$ cat src/shared/hisr_pkg.sv
package hisr_pkg;
  localparam int          WORD_W          = 16;
  localparam int          REQ_LSB         = 0;
  localparam int          REQ_MSB         = 7;
  localparam int          BIT_RX_CANCEL   = 5;
  localparam int          BIT_HOST_IRQ    = 8;
  localparam int          BIT_INIT_WAIT   = 9;
  localparam int          BIT_DIAG_RUN    = 10;
  localparam int          BIT_FAILED      = 11;
  localparam int          CODE_LSB        = 12;
  localparam int          CODE_MSB        = 15;
  localparam logic [7:0]  REQ_RESET       = 8'h00;
  localparam logic [3:0]  CODE_RESET      = 4'h0;
  localparam logic [3:0]  CODE_ADAPTER_CHECK = 4'h0;
  localparam logic [3:0]  CODE_RING_STATUS   = 4'h4;
  localparam logic [3:0]  CODE_LINK_STATUS   = 4'h5;
  localparam logic [3:0]  CODE_CMD_BLK_FREE  = 4'h6;
  localparam logic [3:0]  CODE_TIMER         = 4'h7;
  localparam logic [3:0]  CODE_CMD_STATUS    = 4'h8;
  localparam logic [3:0]  CODE_RX_STATUS     = 4'ha;
  localparam logic [3:0]  CODE_TX_STATUS     = 4'hc;
  localparam logic [3:0]  CODE_RX_PENDING    = 4'he;
endpackage : hisr_pkg

$ cat src/logic/hisr_top.sv
`timescale 1ns/10ps
module hisr_top (
  input  wire logic        CLOCK,
  input  wire logic        RSTN,
  input  wire logic        HOST_WR,
  input  wire logic [15:0] HOST_WDATA,
  input  wire logic        HOST_RD,
  output logic      [15:0] HOST_RDATA,
  output logic             HOST_IRQ_LINE,
  input  wire logic        LINK_CTRL_EN,
  input  wire logic        RX_CONTINUE_REQ,
  input  wire logic [7:0]  ADP_REQ_CLEAR,
  input  wire logic        ADP_POST,
  input  wire logic [3:0]  ADP_POST_CODE,
  input  wire logic        ADP_DIAG_START,
  input  wire logic        ADP_DIAG_PASS,
  input  wire logic        ADP_INIT_DONE,
  input  wire logic        ADP_FAIL,
  input  wire logic [3:0]  ADP_FAIL_CODE,
  output logic      [15:0] STATUS_WORD
);

  logic [7:0] req_ff;
  logic       irq_ff;
  logic       init_wait_ff;
  logic       diag_run_ff;
  logic       failed_ff;
  logic [3:0] code_ff;
  logic       post_ok;
  logic [15:0] word;

  // Codes that rely on the interface control block exist only with the link-control option.
  function automatic logic link_only_code(input logic [3:0] code);
    return (code == hisr_pkg::CODE_LINK_STATUS) || (code == hisr_pkg::CODE_RX_PENDING);
  endfunction : link_only_code

  // Link-only codes are dropped while the option is off, so they never raise the line.
  assign post_ok = ADP_POST && (LINK_CTRL_EN || !link_only_code(ADP_POST_CODE));

  // Host sets, adapter clears; a set in the same cycle as a clear wins.
  always_ff @(posedge CLOCK or negedge RSTN) begin
    if (!RSTN) begin
      req_ff <= hisr_pkg::REQ_RESET;
    end else begin
      req_ff <= (req_ff & ~ADP_REQ_CLEAR) | (HOST_WR ? HOST_WDATA[7:0] : 8'h00);
    end
  end

  // The adapter side has no clear path here at all.
  always_ff @(posedge CLOCK or negedge RSTN) begin
    if (!RSTN) begin
      irq_ff <= 1'b0;
    end else if (post_ok) begin
      irq_ff <= 1'b1;
    end else if (HOST_WR && !HOST_WDATA[hisr_pkg::BIT_HOST_IRQ]) begin
      irq_ff <= 1'b0;
    end
  end

  // Code loads in the same edge that raises bit 8, so a read never pairs them stale.
  always_ff @(posedge CLOCK or negedge RSTN) begin
    if (!RSTN) begin
      code_ff <= hisr_pkg::CODE_RESET;
    end else if (ADP_FAIL) begin
      code_ff <= ADP_FAIL_CODE;
    end else if (post_ok) begin
      code_ff <= ADP_POST_CODE;
    end
  end

  // Bring-up flags; host writes never reach them.
  always_ff @(posedge CLOCK or negedge RSTN) begin
    if (!RSTN) begin
      diag_run_ff  <= 1'b0;
      init_wait_ff <= 1'b0;
      failed_ff    <= 1'b0;
    end else begin
      if (ADP_DIAG_START) begin
        diag_run_ff  <= 1'b1;
        init_wait_ff <= 1'b0;
        failed_ff    <= 1'b0;
      end else begin
        // A pass in the same cycle as init-done wins, so the set is never lost.
        if (ADP_INIT_DONE) begin
          init_wait_ff <= 1'b0;
        end
        if (ADP_DIAG_PASS) begin
          diag_run_ff  <= 1'b0;
          init_wait_ff <= 1'b1;
        end
        if (ADP_FAIL) begin
          failed_ff <= 1'b1;
        end
      end
    end
  end

  always_comb begin
    word = {code_ff, failed_ff, diag_run_ff, init_wait_ff, irq_ff, req_ff};
    if (!LINK_CTRL_EN) begin
      word[hisr_pkg::BIT_RX_CANCEL] = RX_CONTINUE_REQ;
    end
  end

  always_ff @(posedge CLOCK or negedge RSTN) begin
    if (!RSTN) begin
      HOST_RDATA    <= 16'h0000;
      STATUS_WORD   <= 16'h0000;
      HOST_IRQ_LINE <= 1'b0;
    end else begin
      STATUS_WORD   <= word;
      HOST_IRQ_LINE <= irq_ff;
      if (HOST_RD) begin
        HOST_RDATA <= word;
      end
    end
  end
endmodule : hisr_top

$ cat config.mk
export PLATFORM = sky130hd
export DESIGN_NAME = hisr_top
export DESIGN_NICKNAME = d
export VERILOG_FILES = /design/src/shared/hisr_pkg.sv /design/src/logic/hisr_top.sv
export SDC_FILE = /design/constraint.sdc
export NUM_CORES = 1
export LEC_CHECK = 0
export ABC_AREA = 1
export CORE_UTILIZATION = 25
export DETAILED_ROUTE_END_ITERATION = 6
export DONT_BUFFER_PORTS = 1
export GPL_TIMING_DRIVEN = 0
export PLACE_DENSITY_LB_ADDON = 0.2
export SYNTH_ARGS = -nofsm -noshare
export SYNTH_HDL_FRONTEND = slang
export SYNTH_SLANG_ARGS = --single-unit
$ cat constraint.sdc
create_clock -name CLOCK -period 1.2 [get_ports CLOCK]
set_clock_uncertainty 0.15 [all_clocks]
set_input_delay 0.24 -clock CLOCK [delete_from_list [all_inputs] [get_ports CLOCK]]
set_output_delay 0.24 -clock CLOCK [all_outputs]
set_load 0.05 [all_outputs]
# Word level (Yosys, flattened, before mapping)
# Index checks and enable logic that the tools add are counted.
# totals
regBits	49
input_bits	43
output_inout_bits	33
# classes
n_eq_ne	2
muxes	13
bitwise	3
n_reduce_logical	11
# op_table
op	n
two-way mux 1 bit	10
AND 8 bit	1
two-way mux 4 bit	2
two-way mux 8 bit	1
NOT 8 bit	1
OR 8 bit	1
nonzero test 2 bit	4
== test 4 x 3 -> 1 bit, second input constant	1
== test 4 bit, second input constant	1
nonzero test 3 bit	1
logical AND 1 bit	2
zero test 1 bit	2
logical OR 1 bit	2

# Depth between registers and ports, before layout
# Gate-level depths: netlist of the first run.
# logic_depth
word_depth	7
mapped_depth	8
ltp_nobuf	8

# Worst setup path before layout of the first run
# No wires, ideal clock.
# synth_path
path_kind	register to output
start	reg STATUS_WORD[8]
end	out STATUS_WORD[8]
arrival_time_ps	886
required_time_ps	810
slack_ps	-76
stages_incl_launch_ff	2
cell_sequence	dfrtp_1 buf_4
# synth_lines
item	line_no	source
start, declared	hisr_top.sv:20	output logic [15:0] STATUS_WORD
start signal, assigned	hisr_top.sv:111	STATUS_WORD <= word;
# No word-level cell between the ends.

# Worst setup path in the final report of the first run
# layout_path
start	reg STATUS_WORD[8]
end	out STATUS_WORD[8]
# No word-level cell between the ends.

==> implementation parameters, run 1 <==
Parameter                              Value

Status
  Run status ... complete, but fails checks
  Violated checks ... design-rule violations, negative hold slack, negative setup slack

Floorplan
  I/O pins ... 76
  Area of the die ... ~7200 um^2
  Initial core utilization ... 26.4%
  Std cell rows ... 29
  Chip Height ... 84.7 um
  Core region area ... ~6500 um^2
  Die extent in x ... 84.7 um

Setup path
  Data required time of the worst path ... about 0.81 ns
  Arrival time reported for the critical path endpoint ... 1.02 ns
  Startpoint types ... flop
  Library cell contributing the largest single delay on the critical path ... sky130_fd_sc_hd__dfrtp_2
  Kind of cell adding the most delay to the critical path ... flip-flops
  Cell chain of the critical path ... buf_8
  Largest fanout on the critical path ... 2
  Critical path endpoint category ... output pin
  Critical setup path kind ... reg2out
  Crit path buffers/inverters ... 1
  Crit-path max cell delay ... 0.55 ns

STA
  Worst hold-check slack ... -0.512 ns
  Post-layout minimum cycle time ... about 1.4 ns
  Transition time at the pin with the least slew margin ... a little under 0.3 ns
  Portion of the clock cycle consumed by the worst path in the final layout ... 118%
  Count of pins over their slew limit ... 0
  Normalized max-slew margin ... 80.8%
  Min setup slack post-route ... -0.213 ns
  Achievable frequency ... roughly 710 MHz
  RSZ-0062 raised after global routing ... yes
  Endpoints failing hold ... 48
  Number of endpoints failing setup at the final stage ... 20

Final layout
  Register area ... 1240 um^2
  Fraction of layout cells with a size suffix above 1 ... between 30% and 40%
  Net count reported at finish ... 220
  P&R area growth vs syn ... 29.5%
  Fillers ... between 600 and 700
  Antenna Diode Count ... 0
  Area used by multi-input combinational logic ... between 400 and 500 um^2
  Most frequent cells in the layout ... sky130_fd_sc_hd__dfrtp_2 (32), sky130_fd_sc_hd__nand2_1 (25), sky130_fd_sc_hd__dlygate4sd3_1 (20)
  Most common cell after layout, fill and taps aside ... sky130_fd_sc_hd__dfrtp_2

Clocking
  Number of clock sinks ... 48
  Clock network latency to the later pin of the worst-skew pair ... a little under 0.3 ns
  Number of buffers between clock root and the deepest sink ... 2
  CTS clk-pin slew, worst paths ... 0.08 ns
  Root buffer cell ... sky130_fd_sc_hd__clkbuf_8
  Post-cts hold buffer count ... 22
  Clock buffers created by TritonCTS ... 5
  H-tree depth ... 2
  TritonCTS clock tree ... done

Yosys
  Post-synth top area cell ... sky130_fd_sc_hd__dfrtp_1
  Synthesized netlist net count ... around 190
  Fraction of the yosys area taken by sequential cells ... between 70% and 80%
  Top post-synthesis cells by area ... sky130_fd_sc_hd__dfrtp_1 (70%), sky130_fd_sc_hd__nand2_1 (5.5%), sky130_fd_sc_hd__o21ai_0 (3.8%), sky130_fd_sc_hd__a21oi_1 (3.5%), sky130_fd_sc_hd__inv_1 (3.5%)
  Avg Synthesized Cell Area ... 11.6 um^2
  Gate Count Post-Synth ... between 100 and 150
  Fraction of post-synthesis cell area in the top cell type by area ... roughly 70%
  Ys Warns ... 0
  Mapped Area ... 1710 um^2
  Count of state elements after synthesis ... between 40 and 50
  Unique masters post-synth ... 16

Power and ir drop
  LEAKAGE ... ~1 nW
  Maximum vdd ir drop ... 0.459 mV
  Total chip power ... 3.93 mW
  Power density normalized to cell area ... about 1800 nW/um^2

Placement
  Post-DP HPWL ... 2530 um
  Worst slack at placement ... 0.0163 ns
  # port buffers ... 0
  Global placer's final weighted congestion ... between 0.7 and 0.8

GRT
  Largest net degree at the start of global routing ... between 40 and 50
  Global-route wire length before repair ... 5770 um
  Leftover overflow at the end of global routing ... 0
  GRT Total Usage ... approximately a tenth
  Antenna violations before repair ... 0
  Via count of the first global-routing pass ... 1074

Route
  Post-route ant nets ... 0
  Routed length per placed instance ... roughly 14 um
  Number of iterations in the first detailed-routing pass ... 7
  Avg Vias per Cell ... about 4.3
  WL final ... around 3700 um
  First DRT Iteration DRCs ... 49
  Vias post-DR ... 1081
  Count of unresolved DRC violations after routing ... 9

Worst hold path
  Worst min path class ... in2async

Run
  Reported max-cap violation count ... 0
-- worst paths after layout --
kind	startpoint	to	slack, ns	cells after the start
setup / recovery	STATUS_WORD[8]	STATUS_WORD[8]	-0.21	1
hold / removal	RSTN	STATUS_WORD[6]	-0.51	0
setup reg to reg	HOST_RDATA[14]	HOST_RDATA[14]	0.11	1
hold reg to reg	req_ff[1]	STATUS_WORD[1]	0.23	0
max in group asynchronous	RSTN	STATUS_WORD[12]	1.32	0
min in group CLOCK	ADP_INIT_DONE	init_wait_ff	0.02	3
-- layer usage --
layer	routed length [um]	share of wire, %	GRT usage [%]
met3	275	7.5	2.85
met2	1810	49	17.7
met4	51	1.4	4.16
met1	1540	42	13.3
met5	0	0	0
-- cells in the mapped netlist --
master and count:
sky130_fd_sc_hd__a21oi_1 12, sky130_fd_sc_hd__nand2_1 25, sky130_fd_sc_hd__buf_4 2, sky130_fd_sc_hd__nand3_1 5
sky130_fd_sc_hd__buf_8 1, sky130_fd_sc_hd__o21bai_1 1, sky130_fd_sc_hd__inv_2 1, sky130_fd_sc_hd__o21ai_0 13
sky130_fd_sc_hd__mux2_4 2, sky130_fd_sc_hd__mux2_2 5, sky130_fd_sc_hd__nand2_2 2, sky130_fd_sc_hd__nor2_1 12
sky130_fd_sc_hd__buf_2 2, sky130_fd_sc_hd__buf_6 1, sky130_fd_sc_hd__dfrtp_1 48, sky130_fd_sc_hd__inv_1 16
-- report_power, final --
group / total (mW) / switching (mW) / internal, mW / leakage (nW)
clock: 1.32 / 0.503 / 0.820 / 0.0642
sequential: 2.32 / 0.525 / 1.80 / 0.536
combinational: 0.287 / 0.135 / 0.152 / 0.404
-- sequential cells by signal (all words and copies together), names as in the netlist --
signal / flops
diag_run_ff: 1
req_ff: 8
code_ff: 4
irq_ff: 1
HOST_RDATA: 16
init_wait_ff: 1
STATUS_WORD: 16
failed_ff: 1
-- final cells by class --
| cell class | count | area share (%) |
|---|---|---|
| Clock buffer | 5 | 3.11 |
| Clock inverter | 2 | 2.71 |
| Tap cell | 77 | 4.35 |
| Buffer | 6 | 2.65 |
| Sequential cell | 48 | 56.0 |
| Inverter | 17 | 2.88 |
| Timing Repair Buffer | 22 | 10.2 |
| Multi-Input combinational cell | 77 | 18.1 |
-- logic make-up after synthesis --
group,count (synthesis),synth area share (%)
flip-flops,48,70.2
buffers and inverters,23,6.72
multiplexers,7,5.04
AND/OR/NAND/NOR,44,10.3
AO/OA/AOI/OAI,26,7.75
-- repair_timing --
action                                  in CTS  in global routing
endpoints found under the setup margin      33                 34
resized for setup                           33                  4
gates cloned                                 0                  0
hold endpoints to repair                    61                 48
pin swaps                                    0                  1
setup buffers                                0                  0
-- stage by stage --
stage / util [%] / std cells / instance area (um^2) / setup TNS, ns
5_1_grt: 34.1 / 254 / 2220 / -1.24
3_5_place_dp: 27.9 / 225 / 1810 / 0
3_3_place_gp: 27.9 / 225 / 1810 / 0
6_report: 34.1 / 254 / 2220 / -0.396
4_1_cts: 33.9 / 254 / 2200 / -0.834
2_1_floorplan: - / 148 / 1710 / 0
(Power assumes the default switching activity.)
==> inputs of run 2 (changes only) <==
Settings changed: PLACE_DENSITY_LB_ADDON 0.2 to 0.15.
Clock period 1.2 ns to 1.1 ns, I/O delays scaled along.
==> implementation parameters, run 2 (synthesis gave the netlist of run 1 again) <==
Parameter                              Value

Setup path
  Launching point of the worst reg2reg path ... HOST_RDATA[13]
  Setup slack, reg-to-reg ... around 0.01 ns
  Crit-path max cell delay ... about 0.54 ns
  Largest fanout on the critical path ... 2
  Crit path buffers/inverters ... 1
  Critical setup path kind ... reg2out
  Startpoint types ... flop
  Arrival time reported for the critical path endpoint ... approximately 1.0 ns
  Critical path endpoint category ... output pin
  Cell chain of the critical path ... buf_8
  Library cell contributing the largest single delay on the critical path ... sky130_fd_sc_hd__dfrtp_2
  Data required time of the worst path ... between 0.7 and 0.8 ns
  Cell depth of the worst flop-to-flop path ... 1
  Kind of cell adding the most delay to the critical path ... flip-flops
  Reg-to-reg critical path endpoint ... HOST_RDATA[13]

Power and ir drop
  LEAKAGE ... just over 1 nW
  Maximum vdd ir drop ... 0.563 mV
  Power density normalized to cell area ... 1890 nW/um^2
  Total chip power ... between 4 and 5 mW

Final layout
  P&R area growth vs syn ... 30.0%
  Most common cell after layout, fill and taps aside ... sky130_fd_sc_hd__dfrtp_2
  Antenna Diode Count ... 0
  Net count reported at finish ... 222
  Most frequent cells in the layout ... sky130_fd_sc_hd__dfrtp_2 (32), sky130_fd_sc_hd__nand2_1 (24), sky130_fd_sc_hd__dlygate4sd3_1 (20)
  Fraction of layout cells with a size suffix above 1 ... about a third
  Registers with the most flip-flops ... HOST_RDATA (16), STATUS_WORD (16), req_ff (8)
  Final Non-Filler Cells ... 257

Clocking
  H-tree depth ... 2
  Clock network latency to the later pin of the worst-skew pair ... just under 0.3 ns
  Root buffer cell ... sky130_fd_sc_hd__clkbuf_8
  TritonCTS clock tree ... done
  Number of clock sinks ... between 40 and 50
  Number of buffers between clock root and the deepest sink ... 2
  Clock buffers created by TritonCTS ... 5
  CTS clk-pin slew, worst paths ... roughly 0.09 ns
  Post-cts hold buffer count ... 22

Floorplan
  I/O pins ... 76
  Core region area ... 6490 um^2
  Die extent in x ... around 85 um
  Initial core utilization ... 26.4%
  Std cell rows ... 29
  Area of the die ... approximately 7000 um^2
  Chip Height ... between 80 and 90 um

Placement
  Post-DP HPWL ... approximately 2500 um
  # port buffers ... 0
  Global placer's final weighted congestion ... approximately 0.74
  Post-placement cell count ... about 230

STA
  Portion of the clock cycle consumed by the worst path in the final layout ... 126%
  RSZ-0062 raised after global routing ... yes
  Number of endpoints failing setup at the final stage ... 33
  Achievable frequency ... ~700 MHz
  Normalized max-slew margin ... roughly 81%
  Post-layout minimum cycle time ... 1.39 ns
  Count of pins over their slew limit ... 0
  Transition time at the pin with the least slew margin ... roughly 0.28 ns
  Endpoints failing hold ... 49
  Worst hold-check slack ... -0.542 ns
  Min setup slack post-route ... -0.289 ns

Route
  First DRT Iteration DRCs ... 39
  WL final ... about 3700 um
  Count of unresolved DRC violations after routing ... 5
  Avg Vias per Cell ... 4.31
  Number of iterations in the first detailed-routing pass ... 6
  Post-route ant nets ... 0
  Vias post-DR ... roughly 1100
  Routed length per placed instance ... 14.3 um

GRT
  Via count of the first global-routing pass ... roughly 1200
  Leftover overflow at the end of global routing ... 0
  GRT Total Usage ... 11.2%
  Global-route wire length before repair ... ~6000 um
  Largest net degree at the start of global routing ... just under 50
  Antenna violations before repair ... 0

Status
  Violated checks ... design-rule violations, negative hold slack, negative setup slack
  Run status ... complete, but fails checks

Run
  Reported max-cap violation count ... 0

Worst hold path
  Worst min path class ... in2async
## run 2: power by group
part	internal (mW)	leakage (nW)	switching (mW)
clock	0.802	0.0645	0.555
combinational	0.170	0.413	0.147
sequential	1.96	0.536	0.568
total	2.94	1.01	1.27
## run 2: area by class of cell
type                            count  area (um^2)
Buffer                              6         58.8
Sequential cell                    48         1240
Clock buffer                        7         96.3
Timing Repair Buffer               24          240
Clock inverter                      1         30.0
Fill cell                         639         4270
Tap cell                           77         96.3
Multi-Input combinational cell     77          398
Inverter                           17         63.8
## run 2: per-stage QoR
step | util, % | setup WS [ns] | cell area [um^2] | TNS (ns)
floorplan | - | -0.0143 | 1720 | -0.0143
global placement | 28.0 | -0.0263 | 1820 | -0.0263
detailed placement | 28.0 | -0.0262 | 1820 | -0.0262
CTS | 33.9 | -0.308 | 2200 | -3.65
global route | 34.3 | -0.329 | 2220 | -4.21
finish | 34.3 | -0.289 | 2220 | -3.06
## run 2: how the worst max path moves through the flow
stage	start	to	slack [ns]	cells after the start
3_3_place_gp	STATUS_WORD[8]	STATUS_WORD[8]	-0.03	1
6_report	STATUS_WORD[8]	STATUS_WORD[8]	-0.29	1
5_1_grt	STATUS_WORD[8]	STATUS_WORD[8]	-0.33	1
3_5_place_dp	STATUS_WORD[8]	STATUS_WORD[8]	-0.03	1
2_1_floorplan	STATUS_WORD[8]	STATUS_WORD[8]	-0.01	1
4_1_cts	STATUS_WORD[8]	STATUS_WORD[8]	-0.31	1
## run 2: per-layer routing
| metal | global-route usage, % | vias to the layer above | wire (um) |
|---|---|---|---|
| met3 | 3.44 | 6 | 262 |
| li1 | - | 522 | - |
| met5 | 0 | - | 0 |
| met4 | 5.08 | 0 | 74 |
| met2 | 18.9 | 48 | 1830 |
| met1 | 13.1 | 531 | 1520 |
## run 2: timing repair
action | 4_1_cts | 5_1_grt
resized for setup | 26 | 3
buffers inserted | 0 | 2
endpoints found under the setup margin | 34 | 38
hold endpoints to repair | 61 | 49
pin swaps | 0 | 3
